<file path="src/serial_infrared_pulse_codec_cfg.svh">
`ifndef SERIAL_INFRARED_PULSE_CODEC_CFG_SVH
`define SERIAL_INFRARED_PULSE_CODEC_CFG_SVH

// ----------------------------------------------------------------
// Register map
// ----------------------------------------------------------------
`define SIR_ADR_W           8
`define SIR_OFS_CTRL        8'h00
`define SIR_OFS_STATUS      8'h04

// ----------------------------------------------------------------
// Control register fields
// ----------------------------------------------------------------
`define SIR_CTRL_W          6
`define SIR_CTRL_RATE_LSB   0
`define SIR_CTRL_RATE_MSB   2
`define SIR_CTRL_EXT_CLK    3
`define SIR_CTRL_FIXED      4
`define SIR_CTRL_OSC_PD     5
`define SIR_CTRL_RESET      6'h00

// ----------------------------------------------------------------
// Status register fields
// ----------------------------------------------------------------
`define SIR_STAT_ENC_BUSY   0
`define SIR_STAT_DEC_BUSY   1
`define SIR_STAT_OSC_PD     2
`define SIR_STAT_PENDING    3
`define SIR_STAT_LEVEL_LSB  4
`define SIR_STAT_COUNT_LSB  8
`define SIR_STAT_STAMP_LSB  16

// ----------------------------------------------------------------
// Timing counts
// ----------------------------------------------------------------
`define SIR_BIT_TICKS       16
`define SIR_ENC_PRE_TICKS   7
`define SIR_ENC_HIGH_TICKS  3
`define SIR_MONO_XTAL       6
`define SIR_DIV_W           7
`define SIR_FIFO_DEPTH      4
`define SIR_STAMP_W         8

`endif

</file>
<file path="src/serial_infrared_pulse_codec_pkg.sv">
package serial_infrared_pulse_codec_pkg;
`include "serial_infrared_pulse_codec_cfg.svh"

  typedef enum logic [1:0]
  {
    ENC_IDLE = 2'h0,
    ENC_BIT  = 2'h1
  } enc_state_type;

  typedef enum logic [1:0]
  {
    DEC_IDLE    = 2'h0,
    DEC_STRETCH = 2'h1
  } dec_state_type;

  typedef struct packed
  {
    logic [2:0]              xclk_sync;
    logic [2:0]              xtal_sync;
    logic [2:0]              tx_sync;
    logic [2:0]              rx_sync;
    logic [`SIR_DIV_W-1:0]   div_cnt;
    logic [`SIR_STAMP_W-1:0] tick_cnt;
    enc_state_type           enc_st;
    logic [3:0]              enc_cnt;
    logic                    enc_hi;
    logic [2:0]              mono_cnt;
    logic                    tx_out;
    dec_state_type           dec_st;
    logic [3:0]              dec_cnt;
    logic                    rx_out;
    logic                    pend;
    logic [`SIR_STAMP_W-1:0] pend_stamp;
    logic [`SIR_STAMP_W-1:0] last_stamp;
    logic [7:0]              rx_count;
    logic [`SIR_CTRL_W-1:0]  ctrl;
    logic                    ack;
    logic [31:0]             rdata;
  } codec_state_type;

endpackage

</file>
<file path="src/sir_pulse_fifo.sv">
`timescale 1ns/1ps
module sir_pulse_fifo
#(
  parameter int WIDTH = 8,
  parameter int DEPTH = 4
)
(
  // Clock and reset
  input  wire logic                     clk_i,
  input  wire logic                     rst_i,
  // Filling side
  input  wire logic                     in_valid_i,
  output logic                          in_ready_o,
  input  wire logic [WIDTH-1:0]         in_data_i,
  // Draining side
  output logic                          out_valid_o,
  input  wire logic                     out_ready_i,
  output logic [WIDTH-1:0]              out_data_o,
  // Fill level
  output logic [$clog2(DEPTH+1)-1:0]    level_o
);

  localparam int AW = (DEPTH > 1) ? $clog2(DEPTH) : 1;
  localparam int CW = $clog2(DEPTH+1);

  typedef struct packed
  {
    logic [DEPTH-1:0][WIDTH-1:0] mem;
    logic [AW-1:0]               wr;
    logic [AW-1:0]               rd;
    logic [CW-1:0]               cnt;
  } fifo_state_type;

  fifo_state_type q;
  fifo_state_type d;
  logic           push;
  logic           pop;

  function automatic logic [AW-1:0] next_ptr(input logic [AW-1:0] p);
    next_ptr = (p == AW'(DEPTH-1)) ? '0 : p + AW'(1);
  endfunction

  assign in_ready_o  = (q.cnt != CW'(DEPTH));
  assign out_valid_o = (q.cnt != '0);
  assign out_data_o  = q.mem[q.rd];
  assign level_o     = q.cnt;

  always_comb
  begin
    d    = q;
    push = in_valid_i && in_ready_o;
    pop  = out_valid_o && out_ready_i;
    if (push)
    begin
      d.mem[q.wr] = in_data_i;
      d.wr        = next_ptr(q.wr);
    end
    if (pop)
    begin
      d.rd = next_ptr(q.rd);
    end
    if (push && !pop)
    begin
      d.cnt = q.cnt + CW'(1);
    end
    else if (pop && !push)
    begin
      d.cnt = q.cnt - CW'(1);
    end
  end

  always_ff @(posedge clk_i)
  begin
    if (rst_i)
    begin
      q <= '0;
    end
    else
    begin
      q <= d;
    end
  end

endmodule

</file>
<file path="src/serial_infrared_pulse_codec.sv">
// Function
// - Encode and decode advance on rising edges of the 16x sample clock.
// - Falling edge on serial transmit input starts infrared modulation.
// - Serial receive output carries demodulated infrared receive input.
// - Clock select high uses external sample clock, low the crystal divider.
// - External clock selected forces crystal oscillator power-down.
// - Active-low codec reset holds encode and decode machines reset.
// - Accept 3/16 bit or 1.6 us received pulses, demodulate both.
// - Fixed-pulse mode fires six crystal cycle pulse on modulation rise.
// - Fixed-pulse mode defaults low, selecting 3/16 modulation.
// - Power-down bit stops only the oscillator cell, nothing else.
// - Two transmit pulse modes, 3/16 bit and fixed width; receive decodes either width in both modes.
// - Zero bit: wait seven ticks, high three ticks, repeat per zero bit.
// - Each received falling edge drives receive output low sixteen ticks; one arriving while another waits on a full queue replaces it.
// - Crystal divided by 2,4,12,24,6,48,96 per code; 111 undivided.
// - Fixed pulse is six crystal cycles regardless of rate code.
//
// Our own choices: the address map and the Wishbone interface to the registers.
`timescale 1ns/1ps
module serial_infrared_pulse_codec
  import serial_infrared_pulse_codec_pkg::*;
#(
  parameter int FIFO_DEPTH = `SIR_FIFO_DEPTH,
  parameter int BIT_TICKS  = `SIR_BIT_TICKS,
  parameter int MONO_XTAL  = `SIR_MONO_XTAL
)
(
  // Clock and reset
  input  wire logic        clk_i,
  input  wire logic        rst_i,
  input  wire logic        codec_reset_n_i,
  // Wishbone slave
  input  wire logic        wb_cyc_i,
  input  wire logic        wb_stb_i,
  input  wire logic        wb_we_i,
  input  wire logic [7:0]  wb_adr_i,
  input  wire logic [3:0]  wb_sel_i,
  input  wire logic [31:0] wb_dat_i,
  output logic [31:0]      wb_dat_o,
  output logic             wb_ack_o,
  // Clock sources
  input  wire logic        ext_sample_clk_i,
  input  wire logic        crystal_clk_i,
  output logic             crystal_osc_pd_o,
  // UART side
  input  wire logic        serial_tx_i,
  output logic             serial_rx_out_o,
  // Optical side
  output logic             optical_tx_out_o,
  input  wire logic        optical_rx_in_n_i
);

  localparam int SW = `SIR_STAMP_W;
  localparam int LW = $clog2(FIFO_DEPTH+1);

  codec_state_type q;
  codec_state_type d;

  logic            ext_sel;
  logic            fixed_mode;
  logic [2:0]      rate_code;
  logic [6:0]      divisor;
  logic            xclk_rise;
  logic            xtal_rise;
  logic            tick;
  logic            tx_fall;
  logic            rx_fall;
  logic            pulse_on;
  logic            fifo_rst;
  logic            push_ready;
  logic            pop_valid;
  logic            pop_ready;
  logic [SW-1:0]   pop_stamp;
  logic [LW-1:0]   fifo_level;
  logic            bus_req;

  // ----------------------------------------------------------------
  // Helpers
  // ----------------------------------------------------------------
  function automatic logic [6:0] rate_divisor(input logic [2:0] code);
    case (code)
      3'h0:    rate_divisor = 7'h02;
      3'h1:    rate_divisor = 7'h04;
      3'h2:    rate_divisor = 7'h0c;
      3'h3:    rate_divisor = 7'h18;
      3'h4:    rate_divisor = 7'h06;
      3'h5:    rate_divisor = 7'h30;
      3'h6:    rate_divisor = 7'h60;
      default: rate_divisor = 7'h01;
    endcase
  endfunction

  function automatic logic rising(input logic [2:0] s);
    rising = s[1] && !s[2];
  endfunction

  function automatic logic falling(input logic [2:0] s);
    falling = !s[1] && s[2];
  endfunction

  function automatic logic reg_hit(input logic [7:0] adr,
                                   input logic [7:0] ofs);
    reg_hit = (adr == ofs);
  endfunction

  // ----------------------------------------------------------------
  // Control decode
  // ----------------------------------------------------------------
  assign ext_sel    = q.ctrl[`SIR_CTRL_EXT_CLK];
  assign fixed_mode = q.ctrl[`SIR_CTRL_FIXED];
  assign rate_code  = q.ctrl[`SIR_CTRL_RATE_MSB:`SIR_CTRL_RATE_LSB];
  assign divisor    = rate_divisor(rate_code);

  // Oscillator cell and the status power-down bit only; no other logic looks at this
  assign crystal_osc_pd_o = ext_sel || q.ctrl[`SIR_CTRL_OSC_PD];

  // ----------------------------------------------------------------
  // Edge detection on synchronised inputs
  // ----------------------------------------------------------------
  assign xclk_rise = rising(q.xclk_sync);
  assign xtal_rise = rising(q.xtal_sync);
  assign tx_fall   = falling(q.tx_sync);
  assign rx_fall   = falling(q.rx_sync);

  // Sample tick: external clock edge or divided crystal
  assign tick = ext_sel ? xclk_rise
                        : (xtal_rise &&
                           (q.div_cnt == divisor - 7'h01));

  // Modulation window inside the bit
  assign pulse_on = (q.enc_st == ENC_BIT) &&
                    (q.enc_cnt >= 4'(`SIR_ENC_PRE_TICKS)) &&
                    (q.enc_cnt < 4'(`SIR_ENC_PRE_TICKS +
                                    `SIR_ENC_HIGH_TICKS));

  // ----------------------------------------------------------------
  // Received pulse queue
  // ----------------------------------------------------------------
  assign fifo_rst = rst_i || !codec_reset_n_i;

  sir_pulse_fifo
  #(
    .WIDTH (SW),
    .DEPTH (FIFO_DEPTH)
  )
  u_pulse_fifo
  (
    .clk_i       (clk_i),
    .rst_i       (fifo_rst),
    .in_valid_i  (q.pend),
    .in_ready_o  (push_ready),
    .in_data_i   (q.pend_stamp),
    .out_valid_o (pop_valid),
    .out_ready_i (pop_ready),
    .out_data_o  (pop_stamp),
    .level_o     (fifo_level)
  );

  // Stretcher takes the next pulse when idle or at the end of a bit
  assign pop_ready = (q.dec_st == DEC_IDLE) ||
                     (tick && q.dec_cnt == 4'(BIT_TICKS-1));

  // ----------------------------------------------------------------
  // Outputs
  // ----------------------------------------------------------------
  assign optical_tx_out_o = q.tx_out;
  assign serial_rx_out_o  = q.rx_out;
  assign wb_dat_o         = q.rdata;
  assign wb_ack_o         = q.ack;
  assign bus_req          = wb_cyc_i && wb_stb_i;

  // ----------------------------------------------------------------
  // Next state
  // ----------------------------------------------------------------
  always_comb
  begin
    d = q;

    // Two-stage synchronisers plus an edge history stage
    d.xclk_sync = {q.xclk_sync[1:0], ext_sample_clk_i};
    d.xtal_sync = {q.xtal_sync[1:0], crystal_clk_i};
    d.tx_sync   = {q.tx_sync[1:0], serial_tx_i};
    d.rx_sync   = {q.rx_sync[1:0], optical_rx_in_n_i};

    // Crystal divider
    if (ext_sel)
    begin
      d.div_cnt = '0;
    end
    else if (xtal_rise)
    begin
      if (q.div_cnt >= divisor - 7'h01)
      begin
        d.div_cnt = '0;
      end
      else
      begin
        d.div_cnt = q.div_cnt + 7'h01;
      end
    end

    if (tick)
    begin
      d.tick_cnt = q.tick_cnt + SW'(1);
    end

    // Encoder
    case (q.enc_st)
      ENC_IDLE:
      begin
        if (tx_fall)
        begin
          d.enc_st  = ENC_BIT;
          d.enc_cnt = '0;
        end
      end
      ENC_BIT:
      begin
        if (tick)
        begin
          if (q.enc_cnt == 4'(BIT_TICKS-1))
          begin
            // Roll into the next bit; it is judged a few ticks in
            d.enc_cnt = '0;
          end
          else if (q.enc_cnt == 4'h2 && q.tx_sync[2])
          begin
            // Line high inside the bit: a one, so no pulse
            d.enc_st = ENC_IDLE;
          end
          else
          begin
            d.enc_cnt = q.enc_cnt + 4'h1;
          end
        end
      end
      default:
      begin
        d.enc_st = ENC_IDLE;
      end
    endcase

    // Fixed-width pulse counts crystal edges, not sample ticks
    d.enc_hi = pulse_on;
    // Armed one above the width so the pulse spans whole crystal periods
    if (fixed_mode && pulse_on && !q.enc_hi)
    begin
      d.mono_cnt = 3'(MONO_XTAL + 1);
    end
    else if (q.mono_cnt != '0 && xtal_rise)
    begin
      d.mono_cnt = q.mono_cnt - 3'h1;
    end

    d.tx_out = fixed_mode ? (q.mono_cnt != '0 &&
                             q.mono_cnt != 3'(MONO_XTAL + 1))
                          : pulse_on;

    // Receive edge waits here until the queue accepts it
    if (rx_fall)
    begin
      d.pend       = 1'b1;
      d.pend_stamp = q.tick_cnt;
      d.rx_count   = q.rx_count + 8'h01;
    end
    else if (q.pend && push_ready)
    begin
      d.pend = 1'b0;
    end

    // Decoder: stretch each pulse to one bit time
    case (q.dec_st)
      DEC_IDLE:
      begin
        d.rx_out = 1'b1;
        if (pop_valid)
        begin
          d.dec_st     = DEC_STRETCH;
          d.dec_cnt    = '0;
          d.rx_out     = 1'b0;
          d.last_stamp = pop_stamp;
        end
      end
      DEC_STRETCH:
      begin
        if (tick)
        begin
          if (q.dec_cnt == 4'(BIT_TICKS-1))
          begin
            if (pop_valid)
            begin
              d.dec_cnt    = '0;
              d.last_stamp = pop_stamp;
            end
            else
            begin
              d.dec_st = DEC_IDLE;
              d.rx_out = 1'b1;
            end
          end
          else
          begin
            d.dec_cnt = q.dec_cnt + 4'h1;
          end
        end
      end
      default:
      begin
        d.dec_st = DEC_IDLE;
        d.rx_out = 1'b1;
      end
    endcase

    // Codec reset holds both machines idle
    if (!codec_reset_n_i)
    begin
      d.enc_st   = ENC_IDLE;
      d.enc_cnt  = '0;
      d.enc_hi   = 1'b0;
      d.mono_cnt = '0;
      d.tx_out   = 1'b0;
      d.dec_st   = DEC_IDLE;
      d.dec_cnt  = '0;
      d.rx_out   = 1'b1;
      d.pend     = 1'b0;
    end

    // Wishbone slave: one wait state, ack for one cycle
    d.ack = bus_req && !q.ack;
    if (bus_req && !q.ack)
    begin
      if (reg_hit(wb_adr_i, `SIR_OFS_CTRL))
      begin
        d.rdata = {{(32-`SIR_CTRL_W){1'b0}}, q.ctrl};
      end
      else if (reg_hit(wb_adr_i, `SIR_OFS_STATUS))
      begin
        d.rdata = '0;
        d.rdata[`SIR_STAT_ENC_BUSY] = (q.enc_st != ENC_IDLE);
        d.rdata[`SIR_STAT_DEC_BUSY] = (q.dec_st != DEC_IDLE);
        d.rdata[`SIR_STAT_OSC_PD]   = crystal_osc_pd_o;
        d.rdata[`SIR_STAT_PENDING]  = q.pend;
        d.rdata[`SIR_STAT_LEVEL_LSB +: LW] = fifo_level;
        d.rdata[`SIR_STAT_COUNT_LSB +: 8]  = q.rx_count;
        d.rdata[`SIR_STAT_STAMP_LSB +: SW] = q.last_stamp;
      end
      else
      begin
        d.rdata = '0;
      end
    end
    // Write lands on the edge where the master sees ack
    if (bus_req && q.ack && wb_we_i && wb_sel_i[0] &&
        reg_hit(wb_adr_i, `SIR_OFS_CTRL))
    begin
      d.ctrl = wb_dat_i[`SIR_CTRL_W-1:0];
    end
  end

  // ----------------------------------------------------------------
  // State register
  // ----------------------------------------------------------------
  always_ff @(posedge clk_i)
  begin
    if (rst_i)
    begin
      q        <= '0;
      q.ctrl   <= `SIR_CTRL_RESET;
      q.rx_out <= 1'b1;
      q.enc_st <= ENC_IDLE;
      q.dec_st <= DEC_IDLE;
    end
    else
    begin
      q <= d;
    end
  end

endmodule

</file>
<file path="config.mk">
export PLATFORM = sky130hd
export DESIGN_NAME = serial_infrared_pulse_codec
export DESIGN_NICKNAME = d
export VERILOG_FILES = /design/src/serial_infrared_pulse_codec_pkg.sv /design/src/sir_pulse_fifo.sv /design/src/serial_infrared_pulse_codec.sv
export VERILOG_INCLUDE_DIRS = /design/src
export SDC_FILE = /design/constraint.sdc
export NUM_CORES = 1
export LEC_CHECK = 0
export ABC_AREA = 0
export BUFFER_PORTS_ARGS = -buffer_cell sky130_fd_sc_hd__buf_2
export CAP_MARGIN = 15
export CORE_MARGIN = 5
export CORE_UTILIZATION = 55
export DETAILED_ROUTE_END_ITERATION = 8
export GPL_TIMING_DRIVEN = 0
export PLACE_DENSITY_LB_ADDON = 0.12
export SETUP_SLACK_MARGIN = 0.4
export SLEW_MARGIN = 10
export SYNTH_ARGS = -nofsm -noshare
export SYNTH_HDL_FRONTEND = slang
export SYNTH_SLANG_ARGS = --single-unit
</file>
<file path="constraint.sdc">
create_clock -name clk_i -period 4.42 [get_ports clk_i]
set_input_delay 0.884 -clock clk_i [delete_from_list [all_inputs] [get_ports clk_i]]
set_output_delay 0.884 -clock clk_i [all_outputs]
set_load 0.005 [all_outputs]
</file>
==> impl_summary.log <==
[metrics] DP Wirelength: 9.893 mm
[metrics] Achievable Freq: 263.9 MHz
[metrics] growth of design area from synthesis to finish: 16.05%
[metrics] floorplan die height: 117.9 µm
[metrics] Pleak: between 0.003 and 0.004 µW
[metrics] ratio of total power to cell area: 372.7 nW/µm²
[metrics] clock tree from TritonCTS: built
[metrics] CP Launch Type: register
[metrics] hold crit path type: register to register
[metrics] worst r2r path cells: 17
[metrics] area of the mapped netlist: 6399 µm²
[metrics] flop-to-flop setup slack: 630 ps
[metrics] EDFF count, synth: 0
[metrics] Hold Crit Start: d[107]
[metrics] Worst Setup End Kind: register
[metrics] CP arrival: 4120 ps
[metrics] worst supply voltage drop on vdd: 245.1 µV
[metrics] final net count: 821
[metrics] final worst clock skew: roughly 10 ps
[metrics] portion of synthesized cell area occupied by the leading cell type: 42.86%
[metrics] post-detailed-route wirelength per cell: 15.06 µm
[metrics] fraction of layout cells with a size suffix above 1: 20.95%
[metrics] fin crit share: 85.73%
[metrics] critical path's largest stage delay: 450 ps
[metrics] vias after detailed routing: 4788
[metrics] Starting Density: between 50% and 60%
[metrics] post-route ant nets: 0
[metrics] Vias per Instance: 5.338
[metrics] vias in the first global route: 4845
[metrics] antenna violations before repair: 0
[metrics] fin cells: 897
[metrics] post-route setup TNS: 0 ps
[metrics] leading area contributor after synthesis: sky130_fd_sc_hd__dfxtp_1
[metrics] Max-cap violations: 0
[metrics] Max Buffers Root-to-Sink: 2
[metrics] Slowest-stage cell, CP: sky130_fd_sc_hd__o31ai_4
[metrics] proportion of synthesized chip area in sequential cells: 42.86%
[metrics] total of warnings raised by yosys: 0
[metrics] global route total overflow: 0
[metrics] cell type group with the largest total delay on the critical path: adder cells
[metrics] CTS HTree Levels: 4
[metrics] wire length of the first global-routing pass: ~23 mm
[metrics] Synth Register Bits: roughly 140
[metrics] maximum number of pins on one net before global-route repair: 17
[metrics] Mean Syn Cell Area: 9.637 µm²
[metrics] insertion delay to the later sink of the worst-skew pair: 410 ps
[metrics] number of CTS-inserted buffers: 17
[metrics] number of distinct standard cells referenced by the synthesized netlist: 62
[metrics] placeable core region: between 10000 and 15000 µm²
[metrics] ant diodes: 0
[metrics] fill cell total of the finished layout: 932
[metrics] WHS Endpoint: d[108]
[metrics] final max-slew violation count: 0
[metrics] Top-Level Pins: 90
[metrics] Crit path buffers/inverters: 3
[metrics] number of rows in the core area: 39
[metrics] commonest non-fill, non-tap cells in the layout: sky130_fd_sc_hd__dfxtp_1, sky130_fd_sc_hd__buf_2, sky130_fd_sc_hd__nor2_1
[metrics] unrepaired setup endpoints after global routing: no
[metrics] asr flop ratio synth: 0%
[metrics] sum of routed wire length over all layers: 13.51 mm
[metrics] final hold vios: 0
[metrics] final weighted congestion in routability-driven placement: 0.8154
[metrics] DP Cell Count: around 860
[metrics] total of buffers placed on input and output ports: just under 50
[metrics] Max transition margin: a little under three fifths
[metrics] first-iteration detailed-routing DRC count: 342
[metrics] most frequent standard cell in the layout excluding fill and tap cells: sky130_fd_sc_hd__dfxtp_1
[metrics] Worst Setup Path Type: register to register
[metrics] crit-path cells: clkbuf_2 -> or2_2 -> ha_1 -> nand2b_1 -> mux2i_1 -> a22oi_1 -> ha_1 -> nand4_4 -> o31ai_4 -> o21ai_2 -> buf_6 -> ha_1 -> inv_1 -> fa_1 -> xor2_1 -> or3_1 -> a21oi_1
[metrics] slew at the pin closest to its max-slew limit: 649.0 ps
[metrics] clock transition time at the flip-flop clock pins of the worst setup and hold paths: 60 ps
[metrics] most common flop cell mapped by yosys: sky130_fd_sc_hd__dfxtp_1
[metrics] status: completed
[metrics] setup violation total in the final timing report: 0
[metrics] endpoint of the most critical register-to-register path: u_pulse_fifo.level_o[2]
[metrics] count of mapped cells out of synthesis: about 660
[metrics] maximum net fanout on the critical path: 10
[metrics] CTS Root Cell: sky130_fd_sc_hd__clkbuf_16
[metrics] most frequent CP cell: sky130_fd_sc_hd__ha_1
[metrics] worst reg2reg startpoint: q[34]
[metrics] die area: 13890 µm²
[metrics] most area-consuming cells after synthesis: sky130_fd_sc_hd__dfxtp_1, sky130_fd_sc_hd__mux2i_1, sky130_fd_sc_hd__ha_1
[metrics] Total Power: 2767 µW
[metrics] required time at the endpoint of the critical path: 4750 ps
[metrics] die boundary width: 117.9 µm
[metrics] DRC Markers: 0
[metrics] number of clock sinks: about 140
[metrics] number of stages on the worst hold path: 1
[metrics] number of search-and-repair iterations in the first detailed-routing pass: 4
[metrics] aggregate global-route resource usage: 20.01%
[metrics] minimum clock period after layout: approximately 3800 ps
cells by family after synthesis:
kind of cell | after synthesis | synth area share, %
adder cells (fa/ha/maj) | 26 | 5.201
flip-flops | 137 | 42.86
XOR/XNOR | 21 | 2.875
buffers and inverters | 83 | 7.293
AND/OR/NAND/NOR | 232 | 19.55
other | 1 | 0.05861
AO/OA/AOI/OAI | 99 | 10.31
multiplexers | 65 | 11.85
power by group:
part	leakage, µW	switching, µW	internal, µW
combinational	0.00190	107	77.3
clock	0.000275	562	760
sequential	0.00111	13.1	1250
worst register-to-register path, stage by stage (launching register included):
cell	delay [ps]
sky130_fd_sc_hd__dfxtp_1	300
sky130_fd_sc_hd__clkbuf_2	190
sky130_fd_sc_hd__or2_2	360
sky130_fd_sc_hd__ha_1	230
sky130_fd_sc_hd__nand2b_1	140
sky130_fd_sc_hd__mux2i_1	120
sky130_fd_sc_hd__a22oi_1	110
sky130_fd_sc_hd__ha_1	350
sky130_fd_sc_hd__nand4_4	150
sky130_fd_sc_hd__o31ai_4	450
sky130_fd_sc_hd__o21ai_2	140
sky130_fd_sc_hd__buf_6	180
sky130_fd_sc_hd__ha_1	220
sky130_fd_sc_hd__inv_1	70
sky130_fd_sc_hd__fa_1	180
sky130_fd_sc_hd__xor2_1	80
sky130_fd_sc_hd__or3_1	300
sky130_fd_sc_hd__a21oi_1	130
layer usage:
layer  vias up  global-route usage (%)  routed length, µm
met2        94                   32.53               6455
met1      2251                   25.79               6395
met5         -                       0                  0
li1       2430                       -                  -
met4         0                   7.455                148
met3        13                   4.853                514
Yosys cell counts (5+ instances only):
cell	n
sky130_fd_sc_hd__nand3_1	20
sky130_fd_sc_hd__dfxtp_1	137
sky130_fd_sc_hd__buf_4	34
sky130_fd_sc_hd__nand4_1	11
sky130_fd_sc_hd__a22o_1	17
sky130_fd_sc_hd__mux2_2	5
sky130_fd_sc_hd__nand2b_1	21
sky130_fd_sc_hd__clkbuf_1	18
sky130_fd_sc_hd__mux2i_1	51
sky130_fd_sc_hd__buf_2	10
sky130_fd_sc_hd__ha_1	25
sky130_fd_sc_hd__xnor2_1	9
sky130_fd_sc_hd__nand2_1	57
sky130_fd_sc_hd__nor2b_1	18
sky130_fd_sc_hd__o21ai_0	13
sky130_fd_sc_hd__inv_1	15
sky130_fd_sc_hd__or3_1	10
sky130_fd_sc_hd__xor2_1	12
sky130_fd_sc_hd__a21oi_1	38
sky130_fd_sc_hd__a211oi_1	7
sky130_fd_sc_hd__mux4_2	8
sky130_fd_sc_hd__nor2_1	59
through the flow:
stage | area [µm²] | worst slack [ps] | utilization, % | hold WS (ps)
after detailed placement | 6853 | 420.8 | 60.02 | 426.6
after global routing | 7426 | 400.9 | 65.03 | 455.8
after CTS | 7415 | 412.7 | 64.94 | 440.7
final | 7426 | 630.9 | 65.03 | 437.6
after floorplan | 6429 | 889.6 | - | 413.8
after global placement | 6853 | 442.0 | 60.02 | 416.6
layout make-up:
cell class	instances	area (µm²)	share of cell area, %
sequential	137	2743	36.93
clock inverter	13	108.9	1.466
tap	143	178.9	2.409
multi-input combinational	452	3219	43.35
buffer	68	414.1	5.577
timing repair buffer	50	252.7	3.404
clock buffer	19	452.9	6.099
inverter	15	56.30	0.7582
flip-flops by register name, indices dropped and copies added, names as in the netlist:
| register | flops |
|---|---|
| wb_ack_o | 1 |
| u_pulse_fifo.level_o | 3 |
| optical_tx_out_o | 1 |
| serial_rx_out_o | 1 |
| ext_sel | 1 |
| u_pulse_fifo.q | 36 |
| d | 8 |
| fixed_mode | 1 |
| q | 62 |
| wb_dat_o | 23 |
what timing repair did:
item	CTS	global route
buffers inserted	0	1
resized for setup	0	7
endpoints found under the setup margin	1	2
hold buffers	0	0
pin swaps	1	1
how the worst max path moves through the flow:
stage | cells after the start | slack, ps | start | to
after floorplan | 17 | 890 | q[34] | u_pulse_fifo.level_o[2]
after global routing | 17 | 400 | q[35] | u_pulse_fifo.level_o[2]
after detailed placement | 17 | 420 | q[34] | u_pulse_fifo.level_o[2]
after global placement | 17 | 440 | q[35] | u_pulse_fifo.level_o[2]
after CTS | 17 | 410 | q[34] | u_pulse_fifo.level_o[2]
final | 17 | 630 | q[34] | u_pulse_fifo.level_o[2]
No activity file was read; power rests on OpenSTA's default activity.
